File: config.mk
export PLATFORM = sky130hd
export DESIGN_NAME = osctc_top
export DESIGN_NICKNAME = d
export VERILOG_FILES = /design/src/osctc_pkg.sv /design/src/osctc_top.sv
export VERILOG_INCLUDE_DIRS = /design/src
export SDC_FILE = /design/constraint.sdc
export NUM_CORES = 1
export LEC_CHECK = 0
export ABC_CLOCK_PERIOD_IN_PS = 1420
export BUFFER_PORTS_ARGS = -buffer_cell sky130_fd_sc_hd__buf_2
export CAP_MARGIN = 5
export CORE_MARGIN = 2
export CORE_UTILIZATION = 40
export DETAILED_ROUTE_END_ITERATION = 10
export GPL_TIMING_DRIVEN = 0
export HOLD_SLACK_MARGIN = 0.08
export MAX_ROUTING_LAYER = met4
export PLACE_DENSITY = 0.76
export REMOVE_ABC_BUFFERS = 1
export SYNTH_ARGS = -nofsm -noshare
export SYNTH_HDL_FRONTEND = slang
export SYNTH_SLANG_ARGS = --single-unit
File: constraint.sdc
create_clock -name i_ref_clk -period 1.42 [get_ports i_ref_clk]
set_input_delay 0.071 -clock i_ref_clk [delete_from_list [all_inputs] [get_ports i_ref_clk]]
set_output_delay 0.071 -clock i_ref_clk [all_outputs]
set_load 0.01 [all_outputs]
File: src/osctc_regs.svh
// Register indices, field positions, reset values and counts of the trim and multiplier control
`ifndef OSCTC_REGS_SVH
`define OSCTC_REGS_SVH
// Printed offsets are word indices; byte address is four times the index
`define OSCTC_IDX_PLL_CONTROL 8'h97
`define OSCTC_IDX_FINE_TRIM   8'h9E
`define OSCTC_IDX_COARSE_TRIM 8'hA2
`define OSCTC_EN_BIT          7
`define OSCTC_INIT_BIT        6
`define OSCTC_READY_BIT       5
`define OSCTC_SCALE_HI        4
`define OSCTC_SCALE_LO        2
`define OSCTC_SEL_HI          1
`define OSCTC_SEL_LO          0
`define OSCTC_COARSE_W        7
`define OSCTC_FINE_W          6
`define OSCTC_CTRL_RESET      8'h00
`define OSCTC_SEL_EXT_DIRECT  2'h2
`define OSCTC_CLKSRC_PLL      2'h2
`define OSCTC_SCALE_UNITY_MAX 3'h2
`define OSCTC_BURST_PULSES    4
`define OSCTC_BURST_LOAD      4'h8
`endif

File: src/osctc_pkg.sv
// Types shared by the oscillator trim and clock multiplier control
package osctc_pkg;
	typedef enum logic [1:0] {OSCTC_OFF, OSCTC_ENABLED, OSCTC_LOCKING, OSCTC_READY} osctc_state_t;
	typedef struct packed
	{
		logic [1:0] num;
		logic [2:0] den;
	} osctc_ratio_t;
endpackage

File: src/osctc_top.sv
// Oscillator trim registers and clock multiplier control behind an APB slave
`include "osctc_regs.svh"
module osctc_top
	import osctc_pkg::*;
#(
	parameter int ADDR_W = 12
)
(
	input  wire logic                       i_ref_clk,
	input  wire logic                       i_rst_b,
	input  wire logic                       psel,
	input  wire logic                       penable,
	input  wire logic                       pwrite,
	input  wire logic [ADDR_W-1:0]          paddr,
	input  wire logic [31:0]                pwdata,
	output logic      [31:0]                prdata,
	output logic                            pready,
	output logic                            pslverr,
	input  wire logic [`OSCTC_COARSE_W-1:0] i_factory_coarse,
	input  wire logic [`OSCTC_FINE_W-1:0]   i_factory_fine,
	input  wire logic                       i_pll_lock,
	input  wire logic                       i_pll_in_clk,
	input  wire logic                       i_pll_in_below_min,
	input  wire logic [1:0]                 i_system_clock_source_select,
	output logic      [`OSCTC_COARSE_W-1:0] o_coarse_trim,
	output logic      [`OSCTC_FINE_W-1:0]   o_fine_trim,
	output logic                            o_pll_enable,
	output logic                            o_pll_init_start,
	output logic                            o_pll_ready,
	output logic      [1:0]                 o_pll_input_select,
	output logic                            o_pll_in_external,
	output logic                            o_pll_in_halved,
	output logic      [1:0]                 o_scale_num,
	output logic      [2:0]                 o_scale_den,
	output logic                            o_system_clock_from_pll,
	output logic                            o_burst_pulse
);

	// Address decode needs room for the highest word index
	if (ADDR_W < 10 || ADDR_W > 32)
	begin : g_addr_w_check
		$error("ADDR_W must be 10 to 32");
	end

	logic [`OSCTC_COARSE_W-1:0] coarse_reg;
	logic [`OSCTC_FINE_W-1:0]   fine_reg;
	logic                       trim_loaded_reg;
	logic                       ctrl_en_reg;
	logic                       init_reg;
	logic [2:0]                 scale_reg;
	logic [1:0]                 sel_reg;
	osctc_state_t               state_reg;
	osctc_state_t               state_next;
	osctc_ratio_t               ratio_reg;
	osctc_ratio_t               ratio_next;
	logic [31:0]                prdata_reg;
	logic                       init_start_reg;
	logic                       system_clock_pll_reg;
	logic                       in_prev_reg;
	logic [3:0]                 burst_cnt_reg;
	logic                       burst_pulse_reg;
	logic [ADDR_W-3:0]          word_idx;
	logic                       hit_ctrl;
	logic                       hit_fine;
	logic                       hit_coarse;
	logic                       aligned;
	logic                       wr_acc;
	logic                       setup;
	logic                       init_write;
	logic                       burst_start;
	logic [7:0]                 wbyte;
	logic [7:0]                 ctrl_rd;
	logic [31:0]                rd_next;

	assign word_idx   = paddr[ADDR_W-1:2];
	assign aligned    = (paddr[1:0] == 2'h0);
	assign hit_ctrl   = aligned && (word_idx == (ADDR_W-2)'(`OSCTC_IDX_PLL_CONTROL));
	assign hit_fine   = aligned && (word_idx == (ADDR_W-2)'(`OSCTC_IDX_FINE_TRIM));
	assign hit_coarse = aligned && (word_idx == (ADDR_W-2)'(`OSCTC_IDX_COARSE_TRIM));
	assign setup      = psel && !penable;
	assign wr_acc     = psel && penable && pwrite;
	assign wbyte      = pwdata[7:0];
	// Zero wait states; unmapped or unaligned words answer with an error
	assign pready     = 1'b1;
	assign pslverr    = psel && penable && !(hit_ctrl || hit_fine || hit_coarse);
	assign prdata     = prdata_reg;

	// Ready bit is the lock state, never the written value
	assign ctrl_rd = {ctrl_en_reg, init_reg, (state_reg == OSCTC_READY), scale_reg, sel_reg};

	always_comb
	begin
		rd_next = 32'h0000_0000;
		if (hit_ctrl)
			rd_next = {24'h00_0000, ctrl_rd};
		else if (hit_fine)
			rd_next = {26'h000_0000, fine_reg};
		else if (hit_coarse)
			rd_next = {25'h000_0000, coarse_reg};
	end

	// Read data is sampled in the setup phase, so a read sees state before its own access edge
	always_ff @(posedge i_ref_clk or negedge i_rst_b)
	begin
		if (!i_rst_b)
			prdata_reg <= 32'h0000_0000;
		else if (setup && !pwrite)
			prdata_reg <= rd_next;
	end

	// Factory values are caught on the first edge after release, not under reset
	always_ff @(posedge i_ref_clk or negedge i_rst_b)
	begin
		if (!i_rst_b)
		begin
			coarse_reg      <= 7'h00;
			fine_reg        <= 6'h00;
			trim_loaded_reg <= 1'b0;
		end
		else if (!trim_loaded_reg)
		begin
			coarse_reg      <= i_factory_coarse;
			fine_reg        <= i_factory_fine;
			trim_loaded_reg <= 1'b1;
		end
		else if (wr_acc)
		begin
			if (hit_coarse)
				coarse_reg <= wbyte[`OSCTC_COARSE_W-1:0];
			if (hit_fine)
				fine_reg <= wbyte[`OSCTC_FINE_W-1:0];
		end
	end

	assign init_write = wr_acc && hit_ctrl && wbyte[`OSCTC_EN_BIT] && ctrl_en_reg && wbyte[`OSCTC_INIT_BIT];

	always_ff @(posedge i_ref_clk or negedge i_rst_b)
	begin
		if (!i_rst_b)
		begin
			ctrl_en_reg <= 1'b0;
			init_reg    <= 1'b0;
			scale_reg   <= 3'h0;
			sel_reg     <= 2'h0;
		end
		else if (wr_acc && hit_ctrl)
		begin
			ctrl_en_reg <= wbyte[`OSCTC_EN_BIT];
			// Init only sticks once enable was already set
			init_reg    <= init_write;
			scale_reg   <= wbyte[`OSCTC_SCALE_HI:`OSCTC_SCALE_LO];
			sel_reg     <= wbyte[`OSCTC_SEL_HI:`OSCTC_SEL_LO];
		end
	end

	always_comb
	begin
		state_next = state_reg;
		unique case (state_reg)
			OSCTC_OFF:
				if (ctrl_en_reg)
					state_next = OSCTC_ENABLED;
			OSCTC_ENABLED:
				if (init_start_reg)
					state_next = OSCTC_LOCKING;
			OSCTC_LOCKING:
				if (i_pll_lock)
					state_next = OSCTC_READY;
			OSCTC_READY:
				if (!i_pll_lock || init_start_reg)
					state_next = OSCTC_LOCKING;
		endcase
		// Disabling write drops ready at its own edge, so no read sees ready without enable
		if (!ctrl_en_reg || (wr_acc && hit_ctrl && !wbyte[`OSCTC_EN_BIT]))
			state_next = OSCTC_OFF;
	end

	always_ff @(posedge i_ref_clk or negedge i_rst_b)
	begin
		if (!i_rst_b)
		begin
			state_reg      <= OSCTC_OFF;
			init_start_reg <= 1'b0;
		end
		else
		begin
			state_reg      <= state_next;
			init_start_reg <= init_write;
		end
	end

	always_comb
	begin
		ratio_next = '{num: 2'h2, den: scale_reg};
		if (scale_reg <= `OSCTC_SCALE_UNITY_MAX)
			ratio_next = '{num: 2'h1, den: 3'h1};
	end

	always_ff @(posedge i_ref_clk or negedge i_rst_b)
	begin
		if (!i_rst_b)
		begin
			ratio_reg      <= '{num: 2'h1, den: 3'h1};
			system_clock_pll_reg <= 1'b0;
		end
		else
		begin
			ratio_reg      <= ratio_next;
			system_clock_pll_reg <= (i_system_clock_source_select == `OSCTC_CLKSRC_PLL);
		end
	end

	// Slow input: one burst of four pulses per rising edge, retrigger ignored mid-burst
	assign burst_start = ctrl_en_reg && i_pll_in_below_min && i_pll_in_clk && !in_prev_reg && (burst_cnt_reg == 4'h0);

	always_ff @(posedge i_ref_clk or negedge i_rst_b)
	begin
		if (!i_rst_b)
		begin
			in_prev_reg     <= 1'b0;
			burst_cnt_reg   <= 4'h0;
			burst_pulse_reg <= 1'b0;
		end
		else
		begin
			in_prev_reg     <= i_pll_in_clk;
			burst_pulse_reg <= (burst_cnt_reg != 4'h0) && burst_cnt_reg[0];
			if (!ctrl_en_reg)
				burst_cnt_reg <= 4'h0;
			else if (burst_start)
				burst_cnt_reg <= `OSCTC_BURST_LOAD;
			else if (burst_cnt_reg != 4'h0)
				burst_cnt_reg <= burst_cnt_reg - 4'h1;
		end
	end

	assign o_coarse_trim      = coarse_reg;
	assign o_fine_trim        = fine_reg;
	assign o_pll_enable       = ctrl_en_reg;
	assign o_pll_init_start   = init_start_reg;
	assign o_pll_ready        = (state_reg == OSCTC_READY);
	assign o_pll_input_select = sel_reg;
	assign o_pll_in_external  = (sel_reg != 2'h0);
	assign o_pll_in_halved    = (sel_reg != `OSCTC_SEL_EXT_DIRECT);
	assign o_scale_num        = ratio_reg.num;
	assign o_scale_den        = ratio_reg.den;
	assign o_system_clock_from_pll  = system_clock_pll_reg;
	assign o_burst_pulse      = burst_pulse_reg;
endmodule

After elaboration in Yosys (flattened, before gate mapping) --
Index checks and enable logic that the tools add are counted.
Operators by class: add/subtract/negate cells 1, order comparisons 1, equality and inequality tests 16, multiplexer cells 19, reduce and logical (&&, ||, !) cells 37
Operator list (count):
- $mux W32 | 2
- $eq A10 B8 Y1 const B | 3
- $mux W7 | 4
- $logic_and A1 B1 Y1 | 18
- $mux W6 | 3
- $mux W4 | 3
- $mux W2 | 5
- $ne A3 B3 Y1 const B | 3
- $pmux W2 S4 | 1
- $logic_not A1 Y1 | 7
- $eq A2 B2 Y1 const B | 3
- $ne A2 B1 Y1 const B | 3
- $ne A3 B1 Y1 const B | 2
- $mux W5 | 1
- $logic_not A2 Y1 | 2
- $logic_not A4 Y1 | 1
- $logic_or A1 B1 Y1 | 4
- $reduce_and A2 Y1 | 2
- $reduce_and A4 Y1 | 1
- $reduce_bool A4 Y1 | 1
- $sub A4 B1 Y4 const B | 1
- $le A3 B2 Y1 const B | 1
- $eq A2 B1 Y1 const B | 1
- $ne A2 B2 Y1 const B | 1
- $reduce_bool A2 Y1 | 1
Word-level totals: bits in registers 68, input bits 67, output and inout port bits 61, word-level logic and storage cells 90

Depth between registers and ports, before layout --
depth in word-level cells 7, depth in mapped cells 6, mapped depth without buffers 6

Least setup slack after synthesis --
Ideal clock, no wire load.
kind in2reg, from input paddr[8], to register sel_reg[0] (netlist: o_pll_input_select[0]), setup time 125 ps, data arrival time 1969 ps, required time 1295 ps, path slack -674 ps, cell stages on the path 5, buffers on the path 1, path through or4b_1 > clkbuf_1 > or3_4 > nor4_4 > mux2_2
On the way: word-level cells in the longest chain between the ends 3
RTL lines:
- start, declared | line osctc_top.sv:14 | input wire logic [ADDR_W-1:0] paddr,
- $eq A10 B8 Y1 | line osctc_top.sv:77 | assign hit_ctrl = aligned && (word_idx == (ADDR_W-2)'(`OSCTC_IDX_PLL_CONTROL));
- $logic_and A1 B1 Y1 | line osctc_top.sv:77
- $logic_and A1 B1 Y1 | line osctc_top.sv:146 | else if (wr_acc && hit_ctrl)
- end signal, assigned | line osctc_top.sv:152 | sel_reg <= wbyte[`OSCTC_SEL_HI:`OSCTC_SEL_LO];
- end, declared | line osctc_top.sv:51 | logic [1:0] sel_reg;
Every way passes these cells. A chain may end at the register's enable or synchronous reset.

Worst setup path after layout --
from input paddr[10], to output pslverr
On the way: word-level cells in the longest chain between the ends 6, elaborated cells on any way between the ends 10, those cells by class eq/ne: 3; reduce/logical: 7
RTL lines:
- $eq A10 B8 Y1, on equally long branches | line osctc_top.sv:77, osctc_top.sv:78
- $logic_and A1 B1 Y1, on equally long branches | line osctc_top.sv:77, osctc_top.sv:78
- $logic_or A1 B1 Y1 | line osctc_top.sv:85 | assign pslverr = psel && penable && !(hit_ctrl || hit_fine || hit_coarse);
- $logic_or A1 B1 Y1 (*) | line osctc_top.sv:85
- $logic_not A1 Y1 (*) | line osctc_top.sv:85
- $logic_and A1 B1 Y1 (*) | line osctc_top.sv:85
- end, declared | line osctc_top.sv:18 | output logic pslverr,
Mark *: on every way between the ends. The rest lies on a longest branch, timed or not.

==> impl_results.md <==
- Pin count of the biggest net entering global routing: 45
- Cell area power density: 1000 mW/mm2
- Final Skew: 0.00823 ns
- DR vias/cell: 5.03
- Synthesis-to-layout area growth: 46.5%
- CTS H-Tree Depth: 2
- Inst Count DP: 366
- Largest family of logic cells by synthesized area: simple AND/OR/NAND/NOR gates
- Synthesized flop and latch total: 44
- Gate Count Post-Synth: 227
- Vias in the first global route: 2,028
- Layout cell share with drive strength beyond 1: 40.9%
- Number of I/O pins: 128
- Latest clock arrival within the worst-skew pair: 0.30 ns
- Sequential share of the synthesized area: 48.0%
- Status: finished with violations
- Hold crit path type: input port to register
- Final hold viol count: 0
- Antenna cells: 0
- Post-Synthesis Cell Area: 0.00230 mm2
- Placed inst area: 0.00264 mm2
- Final HPWL DP: 3.97 mm
- Simple-gate share of the synthesized area: 15.7%
- Final worst slack: -0.230 ns
- Synth Area in Adders: 0.544%
- Minimum clock period: 1.65 ns
- Max Buffers Root-to-Sink: 2
- Max cap viols: 0
- Post-synthesis mux area share: 9.46%
- Grt ovf: 0
- DRC violations left: 0
- Avg Cell Area, Syn: 10.1 um2
- Nets: 414
- CP arrival: 1.58 ns
- Max reg flops: 8
- F_max: 606 MHz
- First-pass DRT Iterations: 4
- GRT Overall Usage: 21.2%
- Crit Path Max Fanout: 3
- Die span in y: 79.8 um
- Num Clock Sinks: 44
- Tcrit/Tclk final: 116%
- Clock Pin Slew Worst Setup and Hold Paths: 0.08 ns
- Compound-cell area share of the yosys netlist: 13.2%
- P_leak: 1.61 nW
- Core Footprint: 0.00554 mm2
- Port Buf Inserts: 78
- Post-route cell area: 0.00337 mm2
- Final antenna-violating net count: 0
- CP endpoint kind: output pin
- CP Launch Type: input port
- Routed len/inst: 15.4 um
- Final Wtd Congestion: 0.796
- Starting Density: 41.5%
- Failing checks: negative setup slack
- Die width: 79.8 um
- First-pass GRT wire length: 9.92 mm
- WS Path Type: input port to output pin
- RSZ-0062 raised after global routing: true
- Final Max Tran Viols: 0
- Row count: 27
- Max_slew headroom: 33.3%
- Synth cell types: 41
- Die Area: 0.00638 mm2
- Synth warnings: 0
- Non-filler instance count after layout: 419
- Least-Margin Pin Slew: 1.00 ns
- Worst Path Required: 1.35 ns
- Post-Route WL: 6.46 mm
- Via count: 2,107
- # setup viols final: 32
- 1st-iter DRT viols: 67
- Max IR drop VDD: 557 uV
- CTS Buf Count: 5
- Initial antenna violation count: 0
- CTS Root Cell: clkbuf_8
- CTS tree: yes
- Synth Area in XOR/XNOR: 0.381%
per-layer routing:
| layer | track usage [%] | vias up | share of wire, % |
|---|---|---|---|
| li1 | - | 987 | - |
| met1 | 26.0 | 1028 | 41 |
| met2 | 34.4 | 84 | 51 |
| met3 | 4.98 | 8 | 6.4 |
| met4 | 7.80 | 0 | 1.4 |
| met5 | - | - | 0 |
synthesized netlist by cell type:
| library cell | number | area [um2] |
|---|---|---|
| nand4b_1 | 1 | 8.76 |
| or3b_2 | 1 | 8.76 |
| mux2i_1 | 15 | 150 |
| inv_1 | 13 | 48.8 |
| buf_2 | 1 | 5.00 |
| ha_1 | 1 | 12.5 |
| a21oi_1 | 28 | 140 |
| and3_1 | 1 | 6.26 |
| nand2_1 | 6 | 22.5 |
| a21o_1 | 1 | 7.51 |
| a22o_1 | 1 | 8.76 |
| o31ai_1 | 1 | 7.51 |
| nor4_4 | 1 | 21.3 |
| dfrtp_1 | 42 | 1050 |
| o22ai_1 | 1 | 6.26 |
| nand2b_1 | 3 | 18.8 |
| nor2b_1 | 1 | 6.26 |
| nor2_1 | 18 | 67.6 |
| or4b_1 | 1 | 10.0 |
| clkbuf_1 | 6 | 22.5 |
| nor4_2 | 3 | 37.5 |
| nand4bb_1 | 1 | 11.3 |
| nor3b_1 | 2 | 15.0 |
| xor2_1 | 1 | 8.76 |
| mux2_2 | 6 | 67.6 |
| nand3_1 | 2 | 10.0 |
| o21ai_0 | 10 | 50.1 |
| a221oi_1 | 5 | 43.8 |
| and2_0 | 1 | 6.26 |
| a211oi_1 | 4 | 30.0 |
| conb_1 | 2 | 7.51 |
| and2_1 | 1 | 6.26 |
| buf_1 | 2 | 7.51 |
| dfstp_2 | 2 | 52.6 |
| or4b_2 | 1 | 10.0 |
| nor3_1 | 3 | 15.0 |
| or4_1 | 2 | 15.0 |
| buf_4 | 27 | 203 |
| a41o_1 | 1 | 10.0 |
| nand3b_1 | 7 | 52.6 |
| or3_4 | 1 | 11.3 |
report_power, final:
group          switching (mW)  internal (mW)
sequential              0.121           1.39
clock                   0.446          0.576
combinational           0.414          0.424
cell families (layout without fill, tap and decap cells):
family,after synthesis,after routing
XOR/XNOR,1,1
buffers and inverters,49,145
flip-flops,44,44
other,2,26
adder cells (fa/ha/maj),1,1
multiplexers,21,21
AND/OR/NAND/NOR,57,57
AO/OA/AOI/OAI,52,52
stage by stage:
step	hold WS [ns]	setup slack [ns]	utilization, %	total power, mW	setup TNS, ns
after floorplan	-0.225	-0.648	-	1.89	-15.03
after global placement	0.195	-0.988	47.5	2.12	-29.01
after detailed placement	0.196	-1.01	47.7	2.15	-29.70
after CTS	0.0857	-0.240	59.6	3.33	-4.79
after global routing	0.0999	-0.277	60.8	3.56	-3.97
final	0.0972	-0.230	60.8	3.37	-3.38
worst max-delay path, cell delays in order:
cell	delay, ns
buf_6	0.09
or4b_4	0.56
buf_6	0.15
buf_6	0.12
nor3_4	0.18
o21ai_1	0.09
and3_1	0.17
buf_2	0.13
worst paths after layout:
check / slack [ns] / startpoint / endpoint / depth (start not counted)
min in group asynchronous: 0.46 / i_rst_b / o_coarse_trim[5]$_DFFE_PN0P_ / 2
min reg2reg: 0.46 / scale_reg[2]$_DFFE_PN0N_ / o_scale_den[2]$_DFF_PN0_ / 0
max: -0.23 / paddr[10] / pslverr / 8
min: 0.1 / pwdata[7] / init_reg$_DFFE_PN0N_ / 3
max in group asynchronous: 0.33 / i_rst_b / o_system_clock_from_pll$_DFF_PN0_ / 2
max reg2reg: 0.09 / burst_cnt_reg[0]$_DFFE_PN0P_ / burst_cnt_reg[0]$_DFFE_PN0P_ / 6
repair_timing:
item                                    4_1_cts  5_1_grt
cloned                                        0        0
gates resized for setup                      34       18
endpoints found under the setup margin       35       34
hold buffers                                 25        0
pin swaps                                    20       13
setup buffers                                19        3
endpoints found under the hold margin        63        0
placed cells by master, fill, tap and decap left out, drive strengths merged, types with 2 or more instances in the layout:
cell type and instances:
buf 99, dfrtp 42, a21oi 28, conb 26
dlygate4sd3 25, nor2 18, mux2i 15, inv 13
o21ai 10, nand3b 7, nand2 6, clkbuf 6
mux2 6, a221oi 5, nor4 4, a211oi 4
nand2b 3, nor3 3, nand3 2, or4b 2
or4 2, dfstp 2, nor3b 2, and2 2
cell type report:
type	instances	area, um2
timing repair buffer	124	837
clock inverter	2	38.8
clock buffer	6	82.6
multi-input combinational	158	1170
tap	72	90.1
sequential	44	1100
fill	465	2170
inverter	13	48.8
(Power assumes the default switching activity.)
